[src/hdl/rfrx_map.svh]
// register indices, field positions, presets and timing of the receive framer
`ifndef RFRX_MAP_SVH
`define RFRX_MAP_SVH
`define RFRX_IDX_CHIP 6'h00
`define RFRX_IDX_PROTO 6'h01
`define RFRX_IDX_NORESP 6'h07
`define RFRX_IDX_RXWAIT 6'h08
`define RFRX_IDX_TUNE 6'h0A
`define RFRX_IDX_STAT 6'h0C
`define RFRX_IDX_COLHI 6'h0D
`define RFRX_IDX_COLLO 6'h0E
`define RFRX_IDX_RSSI 6'h0F
`define RFRX_IDX_LEVEL 6'h1E
`define RFRX_IDX_FIFO 6'h1F
`define RFRX_CHIP_AGC 2
`define RFRX_CHIP_SWAP 3
`define RFRX_TUNE_AGCON 0
`define RFRX_TUNE_AGCLVL 1
`define RFRX_ST_NORESP 0
`define RFRX_ST_COLL 1
`define RFRX_ST_FORMAT 2
`define RFRX_ST_CRC 3
`define RFRX_ST_PARITY 4
`define RFRX_ST_THRESH 5
`define RFRX_ST_RXEND 6
`define RFRX_ST_SOF 7
`define RFRX_RST_CHIP 8'h00
`define RFRX_RST_PROTO 8'h08
`define RFRX_PROTO_A 8'h08
`define RFRX_PRE_TUNE_A 8'h40
`define RFRX_PRE_TUNE_X 8'h00
`define RFRX_PRE_RXW_A 8'h0E
`define RFRX_PRE_RXW_X 8'h1F
`define RFRX_PRE_NR 8'h0E
`define RFRX_FIFO_DEPTH 12
`define RFRX_FIFO_THR 9
`define RFRX_AGC_EDGES 16
`define RFRX_CLK_MHZ 100.0
`define RFRX_RXW_STEP_US 9.44
`define RFRX_NR_STEP_US 37.76
`define RFRX_ETU_US 9.44
`define RFRX_CRC_INIT 16'h6363
`define RFRX_CRC_POLY 16'h8408
`endif

[src/hdl/rfrx_pkg.sv]
// types shared by the receive framer
package rfrx_pkg;
  typedef logic [7:0] rfrx_byte_t;
  typedef logic [2:0] rfrx_rssi_t;
  typedef enum logic [2:0] {
    RFRX_HUNT  = 3'b001,
    RFRX_BITS  = 3'b010,
    RFRX_CLOSE = 3'b100
  } rfrx_state_e;
endpackage

[src/hdl/rfrx_framer.sv]
// receive path control, bit decoder and framer with apb registers
`timescale 1ns/10ps
`include "rfrx_map.svh"
module rfrx_framer (
  // apb
  input  wire logic                    pclk,
  input  wire logic                    presetn,
  input  wire logic [7:0]              paddr,
  input  wire logic                    psel,
  input  wire logic                    penable,
  input  wire logic                    pwrite,
  input  wire logic [31:0]             pwdata,
  output logic      [31:0]             prdata,
  output logic                         pready,
  output logic                         pslverr,
  // digitized receivers and levels
  input  wire logic                    antenna_input_one,
  input  wire logic                    antenna_input_two,
  input  wire logic                    level_high,
  input  wire rfrx_pkg::rfrx_rssi_t    rssi_one_level,
  input  wire rfrx_pkg::rfrx_rssi_t    rssi_two_level,
  // transmitter events
  input  wire logic                    tx_end,
  input  wire logic                    slot_start,
  // analog controls and host line
  output logic                         rx_swap,
  output logic      [3:0]              filter_select,
  output logic      [1:0]              gain_cut,
  output logic                         agc_level_low,
  output logic                         agc_gain_reduce,
  output logic                         decoder_reset,
  output logic                         irq
);
  import rfrx_pkg::*;

  localparam int RXW_CYC  = int'(`RFRX_RXW_STEP_US * `RFRX_CLK_MHZ);
  localparam int NR_CYC   = int'(`RFRX_NR_STEP_US * `RFRX_CLK_MHZ);
  localparam int HALF_CYC = int'(`RFRX_ETU_US * `RFRX_CLK_MHZ / 2.0);

  logic [7:0]  chip, proto, nr_reg, rxw_reg, tune, stat, st_set, rd_mux, d0, d1;
  logic [9:0]  colpos, half_cnt, bitpos;
  rfrx_rssi_t  rssi_main, rssi_aux;
  logic [8:0]  sync1, sync2, shreg;
  logic        main_d, main_sc, main_edge, hit, wr, rd, proto_a;
  logic [5:0]  idx;
  logic [17:0] rxw_cnt;
  logic [19:0] nr_cnt;
  rfrx_state_e st;
  logic        phase, h1, h2, first, col_seen;
  logic [3:0]  bcnt, wp, rp, cnt;
  logic [1:0]  nbytes;
  logic [15:0] crc;
  logic [4:0]  edge_cnt;
  logic        sof, bit_end, bit_stb, bit_val, byte_done, push, pop, thr_armed, agc_frozen;
  rfrx_byte_t  mem [`RFRX_FIFO_DEPTH];

  function automatic logic [15:0] crc_upd(input logic [15:0] c, input logic [7:0] d);
    logic [15:0] r;
    r = c ^ {8'h00, d};
    for (int i = 0; i < 8; i++) begin
      r = r[0] ? ((r >> 1) ^ `RFRX_CRC_POLY) : (r >> 1);
    end
    return r;
  endfunction

  // apb slave: read data captured in setup, so the access phase never waits
  assign idx     = paddr[7:2];
  assign pready  = 1'b1;
  assign wr      = psel & penable & pwrite & hit;
  assign rd      = psel & penable & ~pwrite & hit;
  assign pslverr = psel & penable & ~hit;
  assign pop     = rd & (idx == `RFRX_IDX_FIFO) & (cnt != 4'h0);
  assign proto_a = (proto == `RFRX_PROTO_A);

  always_comb begin
    hit    = 1'b1;
    rd_mux = 8'h00;
    unique case (idx)
      `RFRX_IDX_CHIP:   rd_mux = chip;
      `RFRX_IDX_PROTO:  rd_mux = proto;
      `RFRX_IDX_NORESP: rd_mux = nr_reg;
      `RFRX_IDX_RXWAIT: rd_mux = rxw_reg;
      `RFRX_IDX_TUNE:   rd_mux = tune;
      `RFRX_IDX_STAT:   rd_mux = stat;
      `RFRX_IDX_COLHI:  rd_mux = {colpos[9:8], 6'h00};
      `RFRX_IDX_COLLO:  rd_mux = colpos[7:0];
      `RFRX_IDX_RSSI:   rd_mux = {2'h0, rssi_aux, rssi_main};
      `RFRX_IDX_LEVEL:  rd_mux = {4'h0, cnt};
      `RFRX_IDX_FIFO:   rd_mux = (cnt != 4'h0) ? mem[rp] : 8'h00;
      default:          hit = 1'b0;
    endcase
  end

  always_ff @(posedge pclk or negedge presetn) begin
    if (!presetn) begin
      prdata <= 32'h0000_0000;
    end else if (psel & ~penable & ~pwrite) begin
      prdata <= {24'h00_0000, rd_mux};
    end
  end

  always_ff @(posedge pclk or negedge presetn) begin
    if (!presetn) begin
      chip  <= `RFRX_RST_CHIP;
      proto <= `RFRX_RST_PROTO;
    end else if (wr && idx == `RFRX_IDX_CHIP) begin
      chip <= pwdata[7:0];
    end else if (wr && idx == `RFRX_IDX_PROTO) begin
      proto <= pwdata[7:0];
    end
  end

  // a later host write still overrides the presets, so tuning follows selection
  always_ff @(posedge pclk or negedge presetn) begin
    if (!presetn) begin
      tune    <= `RFRX_PRE_TUNE_A;
      rxw_reg <= `RFRX_PRE_RXW_A;
      nr_reg  <= `RFRX_PRE_NR;
    end else if (wr && idx == `RFRX_IDX_PROTO) begin
      tune    <= (pwdata[7:0] == `RFRX_PROTO_A) ? `RFRX_PRE_TUNE_A : `RFRX_PRE_TUNE_X;
      rxw_reg <= (pwdata[7:0] == `RFRX_PROTO_A) ? `RFRX_PRE_RXW_A : `RFRX_PRE_RXW_X;
      nr_reg  <= `RFRX_PRE_NR;
    end else if (wr) begin
      if (idx == `RFRX_IDX_TUNE) tune <= pwdata[7:0];
      if (idx == `RFRX_IDX_RXWAIT) rxw_reg <= pwdata[7:0];
      if (idx == `RFRX_IDX_NORESP) nr_reg <= pwdata[7:0];
    end
  end

  // analog controls straight from the tuning and chip registers
  assign rx_swap       = chip[`RFRX_CHIP_SWAP];
  assign filter_select = tune[7:4];
  assign gain_cut      = tune[3:2];
  assign agc_level_low = tune[`RFRX_TUNE_AGCLVL];

  // pin synchronisers; first stage feeds only the second
  always_ff @(posedge pclk or negedge presetn) begin
    if (!presetn) begin
      sync1  <= 9'h000;
      sync2  <= 9'h000;
      main_d <= 1'b0;
    end else begin
      sync1  <= {rssi_two_level, rssi_one_level, level_high, antenna_input_two, antenna_input_one};
      sync2  <= sync1;
      main_d <= main_sc;
    end
  end

  assign main_sc   = rx_swap ? sync2[1] : sync2[0];
  assign main_edge = main_sc & ~main_d;

  always_ff @(posedge pclk or negedge presetn) begin
    if (!presetn) begin
      rssi_main <= 3'h0;
      rssi_aux  <= 3'h0;
    end else if (tx_end) begin
      rssi_main <= 3'h0;
      rssi_aux  <= 3'h0;
    end else begin
      if ((rx_swap ? sync2[8:6] : sync2[5:3]) > rssi_main) rssi_main <= rx_swap ? sync2[8:6] : sync2[5:3];
      if ((rx_swap ? sync2[5:3] : sync2[8:6]) > rssi_aux) rssi_aux <= rx_swap ? sync2[5:3] : sync2[8:6];
    end
  end

  // blanking after transmit; decoder sits in reset while it runs
  always_ff @(posedge pclk or negedge presetn) begin
    if (!presetn) begin
      rxw_cnt <= 18'h0_0000;
    end else if (tx_end) begin
      rxw_cnt <= 18'(32'(rxw_reg) * RXW_CYC);
    end else if (rxw_cnt != 18'h0_0000) begin
      rxw_cnt <= rxw_cnt - 18'h0_0001;
    end
  end
  assign decoder_reset = (rxw_cnt != 18'h0_0000);

  always_ff @(posedge pclk or negedge presetn) begin
    if (!presetn) begin
      nr_cnt <= 20'h0_0000;
    end else if (slot_start) begin
      nr_cnt <= 20'(32'(nr_reg) * NR_CYC);
    end else if (sof) begin
      nr_cnt <= 20'h0_0000;
    end else if (nr_cnt != 20'h0_0000) begin
      nr_cnt <= nr_cnt - 20'h0_0001;
    end
  end

  // manchester decoder: activity per half bit; 10=one, 01=zero, 11=collision, 00=end
  assign sof     = (st == RFRX_HUNT) & main_edge & ~decoder_reset;
  assign bit_end = (st == RFRX_BITS) & phase & (half_cnt == 10'(HALF_CYC - 1));
  assign bit_stb = bit_end & ~first & (h1 | h2);
  assign bit_val = h1;

  always_ff @(posedge pclk or negedge presetn) begin
    if (!presetn) begin
      st       <= RFRX_HUNT;
      half_cnt <= 10'h000;
      phase    <= 1'b0;
      h1       <= 1'b0;
      h2       <= 1'b0;
      first    <= 1'b0;
    end else if (decoder_reset) begin
      st <= RFRX_HUNT;
    end else begin
      unique case (st)
        RFRX_HUNT: begin
          if (main_edge) begin
            st       <= RFRX_BITS;
            half_cnt <= 10'h000;
            phase    <= 1'b0;
            h1       <= 1'b1;
            h2       <= 1'b0;
            first    <= 1'b1;
          end
        end
        RFRX_BITS: begin
          if (half_cnt == 10'(HALF_CYC - 1)) begin
            half_cnt <= 10'h000;
            phase    <= ~phase;
            if (phase) begin
              h1    <= 1'b0;
              h2    <= 1'b0;
              first <= 1'b0;
              if (!first && !h1 && !h2) st <= RFRX_CLOSE;
            end
          end else begin
            half_cnt <= half_cnt + 10'h001;
            if (main_edge && !phase) h1 <= 1'b1;
            if (main_edge && phase) h2 <= 1'b1;
          end
        end
        RFRX_CLOSE: st <= RFRX_HUNT;
      endcase
    end
  end

  // byte assembly, parity and crc; payload lags two bytes so crc never reaches the fifo
  assign byte_done = bit_stb & (bcnt == 4'h8);
  assign push      = byte_done & (nbytes == 2'h2) & (cnt != 4'(`RFRX_FIFO_DEPTH));

  always_ff @(posedge pclk or negedge presetn) begin
    if (!presetn) begin
      shreg    <= 9'h000;
      bcnt     <= 4'h0;
      bitpos   <= 10'h000;
      col_seen <= 1'b0;
      colpos   <= 10'h000;
      d0       <= 8'h00;
      d1       <= 8'h00;
      nbytes   <= 2'h0;
      crc      <= `RFRX_CRC_INIT;
    end else if (sof) begin
      bcnt     <= 4'h0;
      bitpos   <= 10'h000;
      col_seen <= 1'b0;
      nbytes   <= 2'h0;
      crc      <= `RFRX_CRC_INIT;
    end else if (bit_stb) begin
      shreg <= {bit_val, shreg[8:1]};
      if (bcnt != 4'h8) bitpos <= bitpos + 10'h001;
      if (h1 && h2 && proto_a && !col_seen) begin
        col_seen <= 1'b1;
        colpos   <= bitpos;
      end
      if (bcnt == 4'h8) begin
        bcnt   <= 4'h0;
        d0     <= shreg[8:1];
        d1     <= d0;
        crc    <= crc_upd(crc, shreg[8:1]);
        nbytes <= (nbytes == 2'h2) ? 2'h2 : nbytes + 2'h1;
      end else begin
        bcnt <= bcnt + 4'h1;
      end
    end
  end

  // fifo of payload bytes
  always_ff @(posedge pclk) begin
    if (push) mem[wp] <= d1;
  end

  always_ff @(posedge pclk or negedge presetn) begin
    if (!presetn) begin
      wp  <= 4'h0;
      rp  <= 4'h0;
      cnt <= 4'h0;
    end else begin
      if (push) wp <= (wp == 4'(`RFRX_FIFO_DEPTH - 1)) ? 4'h0 : wp + 4'h1;
      if (pop) rp <= (rp == 4'(`RFRX_FIFO_DEPTH - 1)) ? 4'h0 : rp + 4'h1;
      cnt <= cnt + 4'(push) - 4'(pop);
    end
  end

  // threshold re-arms only once the host drains below nine
  always_ff @(posedge pclk or negedge presetn) begin
    if (!presetn) begin
      thr_armed <= 1'b1;
    end else if (cnt == 4'(`RFRX_FIFO_THR) && thr_armed) begin
      thr_armed <= 1'b0;
    end else if (cnt < 4'(`RFRX_FIFO_THR)) begin
      thr_armed <= 1'b1;
    end
  end

  // event flags
  always_comb begin
    st_set                  = 8'h00;
    st_set[`RFRX_ST_SOF]    = sof;
    st_set[`RFRX_ST_NORESP] = (nr_cnt == 20'h0_0001) & ~sof & ~slot_start;
    st_set[`RFRX_ST_COLL]   = bit_stb & h1 & h2 & proto_a & ~col_seen;
    st_set[`RFRX_ST_PARITY] = byte_done & ~(^shreg[8:1] ^ bit_val);
    st_set[`RFRX_ST_THRESH] = (cnt == 4'(`RFRX_FIFO_THR)) & thr_armed;
    st_set[`RFRX_ST_RXEND]  = (st == RFRX_CLOSE);
    st_set[`RFRX_ST_FORMAT] = (st == RFRX_CLOSE) & ((bcnt != 4'h0) | (nbytes != 2'h2))
                              | (byte_done & (nbytes == 2'h2) & ~push);
    st_set[`RFRX_ST_CRC]    = (st == RFRX_CLOSE) & (nbytes == 2'h2) & (crc != 16'h0000);
  end

  // a read clears only the flags it reported, so events after its setup cycle survive
  always_ff @(posedge pclk or negedge presetn) begin
    if (!presetn) begin
      stat <= 8'h00;
    end else if (rd && idx == `RFRX_IDX_STAT) begin
      stat <= (stat & ~prdata[7:0]) | st_set;
    end else begin
      stat <= stat | st_set;
    end
  end
  assign irq = |stat[6:0];

  // agc reduction is one-way and restarts with every frame
  always_ff @(posedge pclk or negedge presetn) begin
    if (!presetn) begin
      edge_cnt <= 5'h00;
    end else if (sof) begin
      edge_cnt <= 5'h01;
    end else if (st == RFRX_BITS && main_edge && !agc_frozen) begin
      edge_cnt <= edge_cnt + 5'h01;
    end
  end
  assign agc_frozen = (edge_cnt >= 5'(`RFRX_AGC_EDGES)) & ~tune[`RFRX_TUNE_AGCON];

  always_ff @(posedge pclk or negedge presetn) begin
    if (!presetn) begin
      agc_gain_reduce <= 1'b0;
    end else if (sof) begin
      agc_gain_reduce <= 1'b0;
    end else if (chip[`RFRX_CHIP_AGC] && sync2[2] && !agc_frozen) begin
      agc_gain_reduce <= 1'b1;
    end
  end

  swap_route_a: assert property (@(posedge pclk) disable iff (!presetn) $past(presetn, 2) |->
    main_sc == (rx_swap ? $past(antenna_input_two, 2) : $past(antenna_input_one, 2))) else $error("routing wrong");
  agc_off_a: assert property (@(posedge pclk) disable iff (!presetn)
    !chip[`RFRX_CHIP_AGC] && !agc_gain_reduce |=> !agc_gain_reduce) else $error("agc acted while off");
  agc_freeze_a: assert property (@(posedge pclk) disable iff (!presetn)
    agc_frozen && !sof |=> $stable(agc_gain_reduce)) else $error("agc moved after freeze");
  preset_load_a: assert property (@(posedge pclk) disable iff (!presetn)
    wr && idx == `RFRX_IDX_PROTO |=> nr_reg == `RFRX_PRE_NR) else $error("preset not reloaded");
  blank_hold_a: assert property (@(posedge pclk) disable iff (!presetn)
    tx_end && rxw_reg != 8'h00 |=> decoder_reset [*8]) else $error("decoder not held after transmit");
  fifo_cap_a: assert property (@(posedge pclk) disable iff (!presetn)
    cnt <= 4'(`RFRX_FIFO_DEPTH)) else $error("fifo count beyond capacity");
  col_pos_a: assert property (@(posedge pclk) disable iff (!presetn)
    st_set[`RFRX_ST_COLL] |=> colpos == $past(bitpos) && stat[`RFRX_ST_COLL]) else $error("collision position lost");
  thr_once_a: assert property (@(posedge pclk) disable iff (!presetn)
    st_set[`RFRX_ST_THRESH] |=> !st_set[`RFRX_ST_THRESH]) else $error("threshold repeated");
  rx_end_irq_a: assert property (@(posedge pclk) disable iff (!presetn)
    st == RFRX_CLOSE |=> irq && stat[`RFRX_ST_RXEND]) else $error("end of reception without irq");
  rssi_clear_a: assert property (@(posedge pclk) disable iff (!presetn)
    tx_end |=> rssi_main == 3'h0 && rssi_aux == 3'h0) else $error("rssi not cleared");
  noresp_a: assert property (@(posedge pclk) disable iff (!presetn)
    nr_cnt == 20'h0_0001 && !sof && !slot_start |=> stat[`RFRX_ST_NORESP]) else $error("no-response flag missing");

endmodule // rfrx_framer

[config.mk]
export PLATFORM = sky130hd
export DESIGN_NAME = rfrx_framer
export DESIGN_NICKNAME = d
export VERILOG_FILES = /design/src/hdl/rfrx_pkg.sv /design/src/hdl/rfrx_framer.sv
export VERILOG_INCLUDE_DIRS = /design/src /design/src/hdl
export SDC_FILE = /design/constraint.sdc
export NUM_CORES = 1
export LEC_CHECK = 0
export BUFFER_PORTS_ARGS = -buffer_cell sky130_fd_sc_hd__buf_2
export CAP_MARGIN = 30
export CORE_ASPECT_RATIO = 1.2
export CORE_MARGIN = 3
export CORE_UTILIZATION = 59
export CTS_BUF_LIST = sky130_fd_sc_hd__clkbuf_16
export DETAILED_ROUTE_END_ITERATION = 16
export PLACE_DENSITY = 0.78
export REMOVE_ABC_BUFFERS = 1
export SYNTH_ARGS = -nofsm -noshare
export SYNTH_HDL_FRONTEND = slang
export SYNTH_SLANG_ARGS = --single-unit
[constraint.sdc]
create_clock -name pclk -period 5.3 [get_ports pclk]
set_clock_uncertainty 0.2 [all_clocks]
set_input_delay 0.265 -clock pclk [delete_from_list [all_inputs] [get_ports pclk]]
set_output_delay 0.265 -clock pclk [all_outputs]
set_load 0.1 [all_outputs]
==> results of run 1 <==
## critical path: stages (launching register included)
cell and delay, ns:
dfstp_2 0.60, inv_1 0.12, fa_1 0.56, inv_1 0.06, fa_1 0.51, inv_1 0.06, fa_1 0.51, inv_1 0.05
ha_1 0.34, a21o_1 0.20, a221oi_1 0.45, a21oi_1 0.21, a211oi_1 0.28, a311oi_1 0.08, o211ai_1 0.10
## how the worst max path moves through the flow
stage / to
global route: nr_cnt[18]$_DFFE_PN0P_
detailed placement: nr_cnt[18]$_DFFE_PN0P_
global placement: nr_cnt[19]$_DFFE_PN0P_
finish: nr_cnt[19]$_DFFE_PN0P_
floorplan: rxw_cnt[16]$_DFFE_PN0P_
CTS: nr_cnt[18]$_DFFE_PN0P_
## per-layer routing
layer  track usage  up-vias
met3       0.04615       96
met1        0.3244     5843
met5             0        -
li1              -     5435
met4       0.09813        4
met2        0.4353      346
## cell families (layout without fill, tap and decap cells)
group	after synthesis	after routing	share of synthesized area
flops	318	318	0.4919
other cells	2	25	0.0004366
compound gates	256	256	0.1027
buf+inv	201	253	0.05238
simple gates	430	430	0.1242
xor+xnor	90	90	0.04583
mux	97	97	0.07783
fa+ha+maj	123	123	0.1048
## power by group through the flow
stage / Sequential [mW] / Clock [mW] / Combinational [mW]
floorplan: 2.88 / 0 / 0.732
global placement: 2.81 / 0 / 1.04
detailed placement: 2.82 / 0 / 1.07
CTS: 2.78 / 2.37 / 1.09
global route: 2.79 / 2.48 / 1.22
finish: 2.78 / 2.34 / 1.09
## synthesized netlist by cell type (all sizes together), types with 5 or more instances
cell type	instances	area share
dfrtp	204	0.30
nand2	137	0.030
inv	117	0.026
nor2	104	0.023
edfxtp	96	0.17
ha	88	0.064
o21ai	68	0.020
xnor2	60	0.031
mux2	54	0.035
buf	51	0.020
a21oi	45	0.013
fa	35	0.041
nand3	34	0.0099
clkbuf	33	0.0072
xor2	30	0.015
nor3	27	0.0087
nor4	26	0.010
mux4	24	0.031
mux2i	19	0.011
dfstp	18	0.027
a21o	16	0.0070
and2	14	0.0051
a22oi	13	0.0057
and3	13	0.0047
nor2b	13	0.0047
a221oi	10	0.0051
a2bb2oi	10	0.0051
o31ai	10	0.0044
or3	10	0.0036
a211oi	9	0.0039
a22o	9	0.0046
or2	9	0.0033
nand4	8	0.0029
a31oi	7	0.0025
nor4b	7	0.0048
o32a	7	0.0041
or4	7	0.0031
nand2b	5	0.0018
nand3b	5	0.0022
o21a	5	0.0022
o22ai	5	0.0018
## cell type report
| class | count | share of cell area |
|---|---|---|
| tap | 379 | 0.02508 |
| sequential | 318 | 0.4474 |
| inverter | 117 | 0.02323 |
| timing repair buffer | 76 | 0.02739 |
| clock inverter | 26 | 0.01270 |
| multi-input combinational | 1021 | 0.4192 |
| clock buffer | 34 | 0.04499 |
## layout by cell type (no fill, tap or decap), drive strengths merged, types with 35 or more instances in the layout
cell type / count
dfrtp: 204
nand2: 137
inv: 126
nor2: 104
edfxtp: 96
ha: 88
o21ai: 68
xnor2: 60
buf: 57
mux2: 54
a21oi: 45
fa: 35
## through the flow
| step | cells | power [mW] | area (um^2) | worst slack (ns) | hold WS, ns |
|---|---|---|---|---|---|
| finish | 1971 | 6.210 | 18910 | 0.8764 | 0.08963 |
| global route | 1971 | 6.495 | 18910 | 0.6402 | 0.09305 |
| CTS | 1971 | 6.244 | 18910 | 0.8960 | 0.05044 |
| detailed placement | 1892 | 3.889 | 17630 | 0.8897 | 0.1347 |
| global placement | 1892 | 3.848 | 17630 | 1.034 | 0.1326 |
| floorplan | 1456 | 3.613 | 16820 | 1.293 | -0.2306 |
==> summary.md, run 1 <==
| Metric | Value |
|---|---|
| Area taken by multi-input logic gates | `7926 um^2` |
| Minimum clock period | `4.424 ns` |
| Worst R2R Start | `nr_reg[2]$_DFFE_PN1P_` |
| Post-synth EDFFs | `96` |
| Count of different cell masters after synthesis | `81` |
| Die Area | `31,250 um^2` |
| Drt pass-1 iters | `5` |
| LEAKAGE | `8.067 nW` |
| Drt drc | `0` |
| Pin count of the biggest net entering global routing | `118` |
| Biggest register | `mem` |
| Clock network power share | `0.377` |
| Grt ovf | `0` |
| Combinational fraction of design power | `0.175` |
| Hold path startpoint | `pwrite` |
| Element type at the critical path end | `flop` |
| Hold Crit Class | `primary input to flop` |
| P_sw | `1.798 mW` |
| Crit path arrival time | `4.66 ns` |
| Vias in the first global route | `12,123` |
| RSZ-0062 raised after global routing | `no` |
| IO Count | `101` |
| Synth Warn # | `0` |
| Final Max Slew Viols | `0` |
| Vias per inst | `5.948` |
| Area Overhead vs Synth | `9.937%` |
| Reg power frac | `0.448` |
| Die height | `193.0 um` |
| First-pass GRT wire length | `63.08 mm` |
| CTS Buf Count | `34` |
| Clk Latency, worst-skew pair | `0.52 ns` |
| CTS Sinks | `318` |
| Cell-internal power | `4.412 mW` |
| DR WL met2 | `19.39 mm` |
| Worst R2R Setup Slack | `0.88 ns` |
| Max FO, Critical Path | `5` |
| Mapped Cells | `1,517` |
| Period utilization | `0.8346` |
| PwrDens | `328.4 nW/um^2` |
| Setup_tns | `0 ns` |
| Final hold vios | `0` |
| Number of port buffers | `49` |
| Max reg flops | `96` |
| Ys async rst share | `0.6981` |
| Final net count | `1,747` |
| Status | `complete, no violations` |
| Worst-margin pin slew | `0.9514 ns` |
| Largest regs | `mem x96, nr_cnt x20, rxw_cnt x18` |
| Worst Hold Path EP | `rp[3]$_DFFE_PN0P_` |
| Chip Width | `161.9 um` |
| GRT Util Overall | `0.2539` |
| Root Buffer | `clkbuf_16` |
| CTS tree | `done` |
| Post-CTS resize count | `0` |
| Final GP Congestion | `0.9225` |
| Hold Path Depth | `4` |
| Startpoint Class | `flop` |
| Seq cells post-synth | `318` |
| Cell Area, Synth | `17,200 um^2` |
| Initial antenna violation count | `2` |
| Via Count | `11,724` |
| Setup violations, final | `0` |
| CP Class | `flop to flop` |
| Syn_area_per_cell | `11.34 um^2` |
| CTS Hold Bufs | `19` |
| Initial Util | `0.6070` |
| Fillers | `2,131` |
| Synth Flop Type | `dfrtp_1` |
| FF/Latch Area | `8461 um^2` |
| Worst Setup SP | `nr_reg[2]$_DFFE_PN1P_` |
| Post-CTS Setup Inserts | `0` |
| Register area share after synthesis | `0.4919` |
| Row cnt | `67` |
| Util after Layout | `0.6674` |
| Antenna-violating nets left | `0` |
| Clock slew seen by the registers of the worst setup and hold paths | `0.06 ns` |
| Core area | `28,330 um^2` |
| Clock buffer depth | `3` |
| Worst r2r dst | `nr_cnt[19]$_DFFE_PN0P_` |
| Slew headroom | `0.3568` |
| Antenna cell count | `0` |
| Drt wl/cell | `19.54 um` |
| Maximum clock frequency | `0.2261 GHz` |
| Post-Route WL | `38.51 mm` |
| Max-cap check violation count | `0` |
| Share of cells above drive strength 1 | `0.1426` |
| Worst reg2reg path depth | `14` |
| DR top layer | `met5` |
| M1 wire length | `15.35 mm` |
| WL met3 | `2.315 mm` |
| Peak VDD IR | `0.2548 mV` |
| CTS H-tree lvls | `2` |
| HPWL after DPL | `26.66 mm` |
| Critical path required time | `5.54 ns` |
| DR iter-0 viols | `1,002` |
| Switching Fraction | `0.2895` |
(Power assumes the default switching activity.)
==> run 2: changes to the inputs <==
--- a/config.mk
+++ b/config.mk
@@ -6,6 +6,7 @@
 export SDC_FILE = /design/constraint.sdc
 export NUM_CORES = 1
 export LEC_CHECK = 0
+export ABC_AREA = 1
 export BUFFER_PORTS_ARGS = -buffer_cell sky130_fd_sc_hd__buf_2
 export CAP_MARGIN = 30
 export CORE_ASPECT_RATIO = 1.2
@@ -13,7 +14,7 @@
 export CORE_UTILIZATION = 59
 export CTS_BUF_LIST = sky130_fd_sc_hd__clkbuf_16
 export DETAILED_ROUTE_END_ITERATION = 16
-export PLACE_DENSITY = 0.78
+export PLACE_DENSITY = 0.77
 export REMOVE_ABC_BUFFERS = 1
 export SYNTH_ARGS = -nofsm -noshare
 export SYNTH_HDL_FRONTEND = slang
==> constraint.sdc (replaced) <==
create_clock -name pclk -period 4.5 [get_ports pclk]
set_clock_uncertainty 0.2 [all_clocks]
set_input_delay 0.225 -clock pclk [delete_from_list [all_inputs] [get_ports pclk]]
set_output_delay 0.225 -clock pclk [all_outputs]
set_load 0.1 [all_outputs]
==> run 2 against run 1 <==
  * Sequential cell count unchanged
  * First-iteration DRC count up 45%
  * Sequential power up 21%
  * Via count up 21%
  * Clock-buffer cell count up 3
  * Largest cell class unchanged
  * Worst setup slack worse by 0.28 ns
  * Routed wire length up 9.2%
  * Synthesized cell count up 38%
==> summary.md, run 2 <==
| Metric | Value |
|---|---|
| Status | `complete, no violations` |
| Die height | `198.5 um` |
| Grt ovf | `0` |
| Period utilization | `0.8673` |
| Post-CTS Setup Inserts | `0` |
| Multiplexer share of the synthesized area | `0.001647` |
| DR iter-0 viols | `1,456` |
| Number of port buffers | `49` |
| Row cnt | `69` |
| Worst reg2reg path depth | `15` |
| Pin count of the biggest net entering global routing | `104` |
| Antenna-violating nets left | `0` |
| Maximum clock frequency | `0.2562 GHz` |
| Adder-cell share of the synthesized area | `0.09885` |
| Initial antenna violation count | `0` |
| Worst-margin pin slew | `0.8563 ns` |
| First-pass GRT wire length | `68.70 mm` |
| Post-synth EDFFs | `96` |
| Worst R2R Setup Slack | `0.60 ns` |
| Clock slew seen by the registers of the worst setup and hold paths | `0.06 ns` |
| Area Overhead vs Synth | `9.679%` |
| Critical path required time | `4.75 ns` |
| Commonest non-fill, non-tap cell in the layout | `nand2_1` |
| Max reg flops | `96` |
| Synth area leaders | `dfrtp_1 (28%), edfxtp_1 (16%), nand2_1 (9.7%), ha_1 (6.0%), inv_1 (5.5%)` |
| Hold path startpoint | `pwrite` |
| Setup_tns | `0 ns` |
| Biggest register | `mem` |
| Drt pass-1 iters | `7` |
| Synth Area in Simple Gates | `0.2304` |
| Hold Crit Class | `primary input to flop` |
| Biggest area consumer among synthesized cells | `dfrtp_1` |
| Minimum clock period | `3.903 ns` |
| Drt wl/cell | `16.40 um` |
| Crit path arrival time | `4.16 ns` |
| Peak VDD IR | `0.3027 mV` |
| Syn_area_per_cell | `8.725 um^2` |
| Worst R2R Start | `nr_reg[3]$_DFFE_PN1P_` |
| Area share of the largest cell type after synthesis | `0.2801` |
| CTS Buf Count | `34` |
| Antenna cell count | `0` |
| Pre-CTS worst setup slack | `0.5741 ns` |
| CTS H-tree lvls | `2` |
| Most frequent cells in the layout | `nand2_1 (471), inv_1 (272), dfrtp_1 (204)` |
| Chip Width | `166.5 um` |
| Setup violations, final | `0` |
| Via Count | `14,223` |
| Area taken by multi-input logic gates | `8322 um^2` |
| Hold Path Depth | `4` |
| Synth Flop Type | `dfrtp_1` |
| Ys async rst share | `0.6981` |
| Share of cells above drive strength 1 | `0.09384` |
| Slew headroom | `0.4283` |
| Worst r2r dst | `nr_cnt[17]$_DFFE_PN0P_` |
| Vias in the first global route | `13,828` |
| Seq cells post-synth | `318` |
| Final net count | `2,327` |
| PwrDens | `386.7 nW/um^2` |
| Count of different cell masters after synthesis | `54` |
| GRT Util Overall | `0.2535` |
| CP Class | `flop to flop` |
| Max FO, Critical Path | `5` |
| Drt drc | `0` |
| CTS Sinks | `318` |
| Final GP Congestion | `0.9571` |
| Synth Warn # | `0` |
| FF/Latch Area | `8461 um^2` |
| Clk Latency, worst-skew pair | `0.53 ns` |
| Final Max Slew Viols | `0` |
| Largest regs | `mem x96, nr_cnt x20, rxw_cnt x18` |
| Register area share after synthesis | `0.4642` |
| Post-Route WL | `42.04 mm` |
| Most frequent cells after synthesis | `nand2_1 (471), inv_1 (266), dfrtp_1 (204)` |
| Cell Area, Synth | `18,230 um^2` |
| Mapped Cells | `2,089` |
| Core area | `30,040 um^2` |
| Element type at the critical path end | `flop` |
| Worst Hold Path EP | `prdata[7]$_DFFE_PN0P_` |
| Initial Util | `0.6067` |
| Max-cap check violation count | `0` |
| Hold_ws | `0.02698 ns` |
| Synth Area in XOR/XNOR | `0.03844` |
| LEAKAGE | `9.349 nW` |
| Die Area | `33,050 um^2` |
| Compound-Gate Fraction of Synth Area | `0.08210` |
| HPWL after DPL | `29.78 mm` |
| RSZ-0062 raised after global routing | `no` |
| Fillers | `2,395` |
| Clock buffer depth | `3` |
| IO Count | `101` |
| Startpoint Class | `flop` |
| Largest family of logic cells by synthesized area | `simple AND/OR/NAND/NOR gates` |
| Vias per inst | `5.547` |
| Final hold vios | `0` |
| Post-route setup slack | `0.5971 ns` |
| Root Buffer | `clkbuf_16` |
| CTS tree | `done` |
| Most common cell in the netlist | `nand2_1` |
==> run 2: changes by cell type after synthesis, moves of 15 or more <==
cell     previous run  this run
a21o_1             16         1
nor2_1            102       168
mux2_2             53         0
nand4_1             8        31
nand3_1            34       180
nor4_1             25         6
xnor2_1            60        28
mux4_2             24         0
nand2_1           136       471
xor2_1             30        52
o21ai_2             0        19
mux2i_1            19         3
inv_1             117       266
o21ai_0            67       142
==> run 2: how the worst max path moves through the flow <==
stage | start | to | slack [ns] | cells past startpoint
2_1_floorplan | nr_reg[3]$_DFFE_PN1P_ | nr_cnt[17]$_DFFE_PN0P_ | 0.89 | 15
3_3_place_gp | nr_reg[3]$_DFFE_PN1P_ | nr_cnt[19]$_DFFE_PN0P_ | 0.61 | 15
3_5_place_dp | nr_reg[3]$_DFFE_PN1P_ | nr_cnt[19]$_DFFE_PN0P_ | 0.57 | 15
4_1_cts | nr_reg[3]$_DFFE_PN1P_ | nr_cnt[19]$_DFFE_PN0P_ | 0.59 | 15
5_1_grt | rxw_reg[5]$_DFFE_PN0P_ | rxw_cnt[17]$_DFFE_PN0P_ | 0.35 | 15
6_report | nr_reg[3]$_DFFE_PN1P_ | nr_cnt[17]$_DFFE_PN0P_ | 0.60 | 15
==> run 2: power breakdown <==
part | internal [mW] | switching (mW) | total [mW]
sequential | 3.19 | 0.184 | 3.37
combinational | 0.507 | 0.996 | 1.50
clock | 1.71 | 1.15 | 2.85
total | 5.40 | 2.33 | 7.73
==> run 2: kinds of logic (layout without fill, tap and decap cells) <==
family                     Yosys count  after routing
and+or+nand+nor                    941            941
AOI/OAI and AO/OA                  265            265
muxes                                3              3
other                                2             25
buffers and inverters              357            419
DFF                                318            318
xor gates and xnor gates            80             80
adders and majority gates          123            123
==> run 2: timing repair <==
item                                   CTS  global route
endpoints found under the hold margin  152             0
hold buffers                            21             0
resized for setup                        0             0
==> run 2: worst max-delay path: stages, from the launching register on <==
cell and delay, ns:
dfstp_2 0.55, inv_1 0.13, fa_1 0.56, inv_1 0.05, fa_1 0.49, inv_1 0.06
fa_1 0.54, inv_1 0.04, ha_1 0.36, a21oi_1 0.26, nor2_1 0.07, nor2_1 0.08
nand2_1 0.06, xor2_1 0.14, nand2_1 0.07, a21oi_1 0.14
==> run 2: layout make-up <==
class,count,share of cell area
Timing Repair Buffer,77,0.02654
Tap cell,390,0.02441
Multi-Input combinational cell,1437,0.4163
Sequential cell,318,0.4232
Clock inverter,25,0.01039
Clock buffer,37,0.04631
Inverter,280,0.05288
==> run 2: through the flow <==
stage,total power [mW],area [um^2],std cells,utilization
global placement,4.853,18650,2481,0.6207
floorplan,4.532,17840,2035,-
detailed placement,4.900,18650,2481,0.6207
CTS,7.766,19990,2564,0.6654
global route,8.106,19990,2564,0.6654
finish,7.731,19990,2564,0.6654
==> run 2: metal layers <==
| layer | global-route usage | part of all wire | vias up |
|---|---|---|---|
| li1 | - | - | 6868 |
| met1 | 0.3409 | 0.42 | 6846 |
| met2 | 0.4237 | 0.48 | 427 |
| met3 | 0.04373 | 0.066 | 82 |
| met4 | 0.08496 | 0.030 | 0 |
| met5 | 0 | 0 | - |
==> run 3: changes to the inputs <==
--- a/config.mk
+++ b/config.mk
@@ -14,6 +14,7 @@
 export CORE_UTILIZATION = 59
 export CTS_BUF_LIST = sky130_fd_sc_hd__clkbuf_16
 export DETAILED_ROUTE_END_ITERATION = 16
+export MAX_ROUTING_LAYER = met4
 export PLACE_DENSITY = 0.77
 export REMOVE_ABC_BUFFERS = 1
 export SYNTH_ARGS = -nofsm -noshare
==> run 3 against run 2 <==
  * Clock-buffer cell count fell by 2
  * Non-clock buffer count grew 1
  * Final cell count about the same
  * Via count fell by 0.46%
  * Worst setup slack got worse by 0.059 ns
  * Sequential cell count unchanged
  * Register-to-register slack lost 0.06 ns
  * Critical path depth did not move
  * Total power fell by 1.9%
  * First-iteration DRC count fell by 5.4%
  * Routed wire length is 0.39% higher
==> summary.md, run 3 (same netlist as run 2, synthesis figures left out) <==
| Metric | Value |
|---|---|
| Initial Util | `0.6067` |
| Setup violations, final | `0` |
| IO Count | `101` |
| Maximum clock frequency | `0.2524 GHz` |
| Vias per inst | `5.524` |
| Peak VDD IR | `0.4077 mV` |
| LEAKAGE | `9.316 nW` |
| Critical path required time | `4.73 ns` |
| Worst-margin pin slew | `0.9169 ns` |
| Clock buffer depth | `3` |
| Core area | `30,040 um^2` |
| First-pass GRT wire length | `69.50 mm` |
| Final GP Congestion | `0.9654` |
| CTS Hold Bufs | `21` |
| Max FO, Critical Path | `5` |
| Final hold vios | `0` |
| Via Count | `14,157` |
| Placed cells | `2,482` |
| DR iter-0 viols | `1,377` |
| Hold Crit Class | `primary input to flop` |
| Biggest register | `mem` |
| Row cnt | `69` |
| Startpoint Class | `flop` |
| RSZ-0062 raised after global routing | `no` |
| Fillers | `2,403` |
| FF/Latch Area | `8461 um^2` |
| Antenna-violating nets left | `0` |
| Drt pass-1 iters | `6` |
| CP Buf/Inv Count | `4` |
| Number of port buffers | `49` |
| Drt wl/cell | `16.47 um` |
| Final net count | `2,328` |
| Critical-path cell list | `inv_1, fa_1, inv_1, fa_1, inv_1, fa_1, inv_1, ha_1, a21oi_1, o21ai_0, nand2_1, nand3_1, nand2_1, nand3_1, a21oi_1` |
| Chip Width | `166.5 um` |
| Crit-path slowest cell | `fa_1` |
| Post-CTS Setup Inserts | `0` |
| Most frequent cells in the layout | `nand2_1 (471), inv_1 (275), dfrtp_1 (204)` |
| Element type at the critical path end | `flop` |
| Antenna cell count | `0` |
| Die Area | `33,050 um^2` |
| Status | `complete, no violations` |
| Clock slew seen by the registers of the worst setup and hold paths | `0.06 ns` |
| Vias in the first global route | `13,948` |
| Minimum clock period | `3.962 ns` |
| Initial antenna violation count | `0` |
| CTS tree | `done` |
| Clk Latency, worst-skew pair | `0.53 ns` |
| Crit-path most repeated cell | `inv_1` |
| Hold_ws | `0.02776 ns` |
| HPWL after DPL | `29.92 mm` |
| Area Overhead vs Synth | `9.212%` |
| PwrDens | `380.9 nW/um^2` |
| Die height | `198.5 um` |
| Share of cells above drive strength 1 | `0.09480` |
| Worst path max stage delay | `0.56 ns` |
| Period utilization | `0.8804` |
| Post-CTS resize count | `0` |
| Final Max Slew Viols | `0` |
| GRT Util Overall | `0.2656` |
| Largest regs | `mem x96, nr_cnt x20, rxw_cnt x18` |
| Worst path top cell family by delay | `adder cells` |
| CP Class | `flop to flop` |
| Area taken by multi-input logic gates | `8322 um^2` |
| Max-cap check violation count | `0` |
| Drt drc | `0` |
| Root Buffer | `clkbuf_16` |
| Commonest non-fill, non-tap cell in the layout | `nand2_1` |
| Crit path arrival time | `4.20 ns` |
| Max reg flops | `96` |
| Post-Route WL | `42.20 mm` |
| Post-route cell area | `19,910 um^2` |
| CTS Buf Count | `34` |
| Pin count of the biggest net entering global routing | `117` |
| CTS H-tree lvls | `2` |
| CTS Sinks | `318` |
| Finished Layout Cells | `2,563` |
| Slew headroom | `0.3887` |
| Setup_tns | `0 ns` |
| Grt ovf | `0` |
| Cell Area, Placed | `18,640 um^2` |
==> run 3: worst min-delay path: cells and delay by family <==
family | cells | cell delay [ns]
compound gates | 1 | 0.15
buf+inv | 2 | 0.29
simple gates | 1 | 0.05
==> run 3: through the flow <==
step | setup WS, ns | utilization | power [mW]
2_1_floorplan | 0.8927 | - | 4.532
3_3_place_gp | 0.6101 | 0.6205 | 4.859
3_5_place_dp | 0.5487 | 0.6205 | 4.903
4_1_cts | 0.5099 | 0.6626 | 7.604
5_1_grt | 0.2967 | 0.6626 | 7.959
6_report | 0.5380 | 0.6626 | 7.583
==> run 3: path summary, 6_finish.rpt <==
| check | start | to | slack (ns) | cells after the start |
|---|---|---|---|---|
| max in group asynchronous | presetn | rxw_reg[1]$_DFFE_PN1P_ | 2.81 | 3 |
| worst min register to register | sync1[7]$_DFF_PN0_ | sync2[7]$_DFF_PN0_ | 0.15 | 0 |
| worst max-delay path | nr_reg[3]$_DFFE_PN1P_ | nr_cnt[19]$_DFFE_PN0P_ | 0.54 | 15 |
| min in group asynchronous | presetn | nr_cnt[13]$_DFFE_PN0P_ | 0.13 | 2 |
| worst min-delay path | pwrite | prdata[7]$_DFFE_PN0P_ | 0.03 | 4 |
| worst max register to register | nr_reg[3]$_DFFE_PN1P_ | nr_cnt[19]$_DFFE_PN0P_ | 0.54 | 15 |
==> run 3: layout make-up <==
class	instances	share of cell area
timing repair buffer	78	0.02640
tap	390	0.02451
clock buffer	35	0.04400
clock inverter	25	0.008925
multi-input combinational	1437	0.4180
sequential	318	0.4250
inverter	280	0.05311
==> run 3: power breakdown <==
part           switching, mW  internal [mW]
clock                   1.17           1.53
sequential             0.188           3.19
combinational           1.00          0.506
total                   2.35           5.23
==> run 3: metal layers <==
layer	up-vias	share of wire	routed length (um)	track usage
met4	0	0.030	1260	0.08741
met1	6756	0.43	17980	0.3460
met5	-	0	0	-
met3	86	0.066	2805	0.04055
met2	452	0.48	20160	0.4337
li1	6863	-	-	-
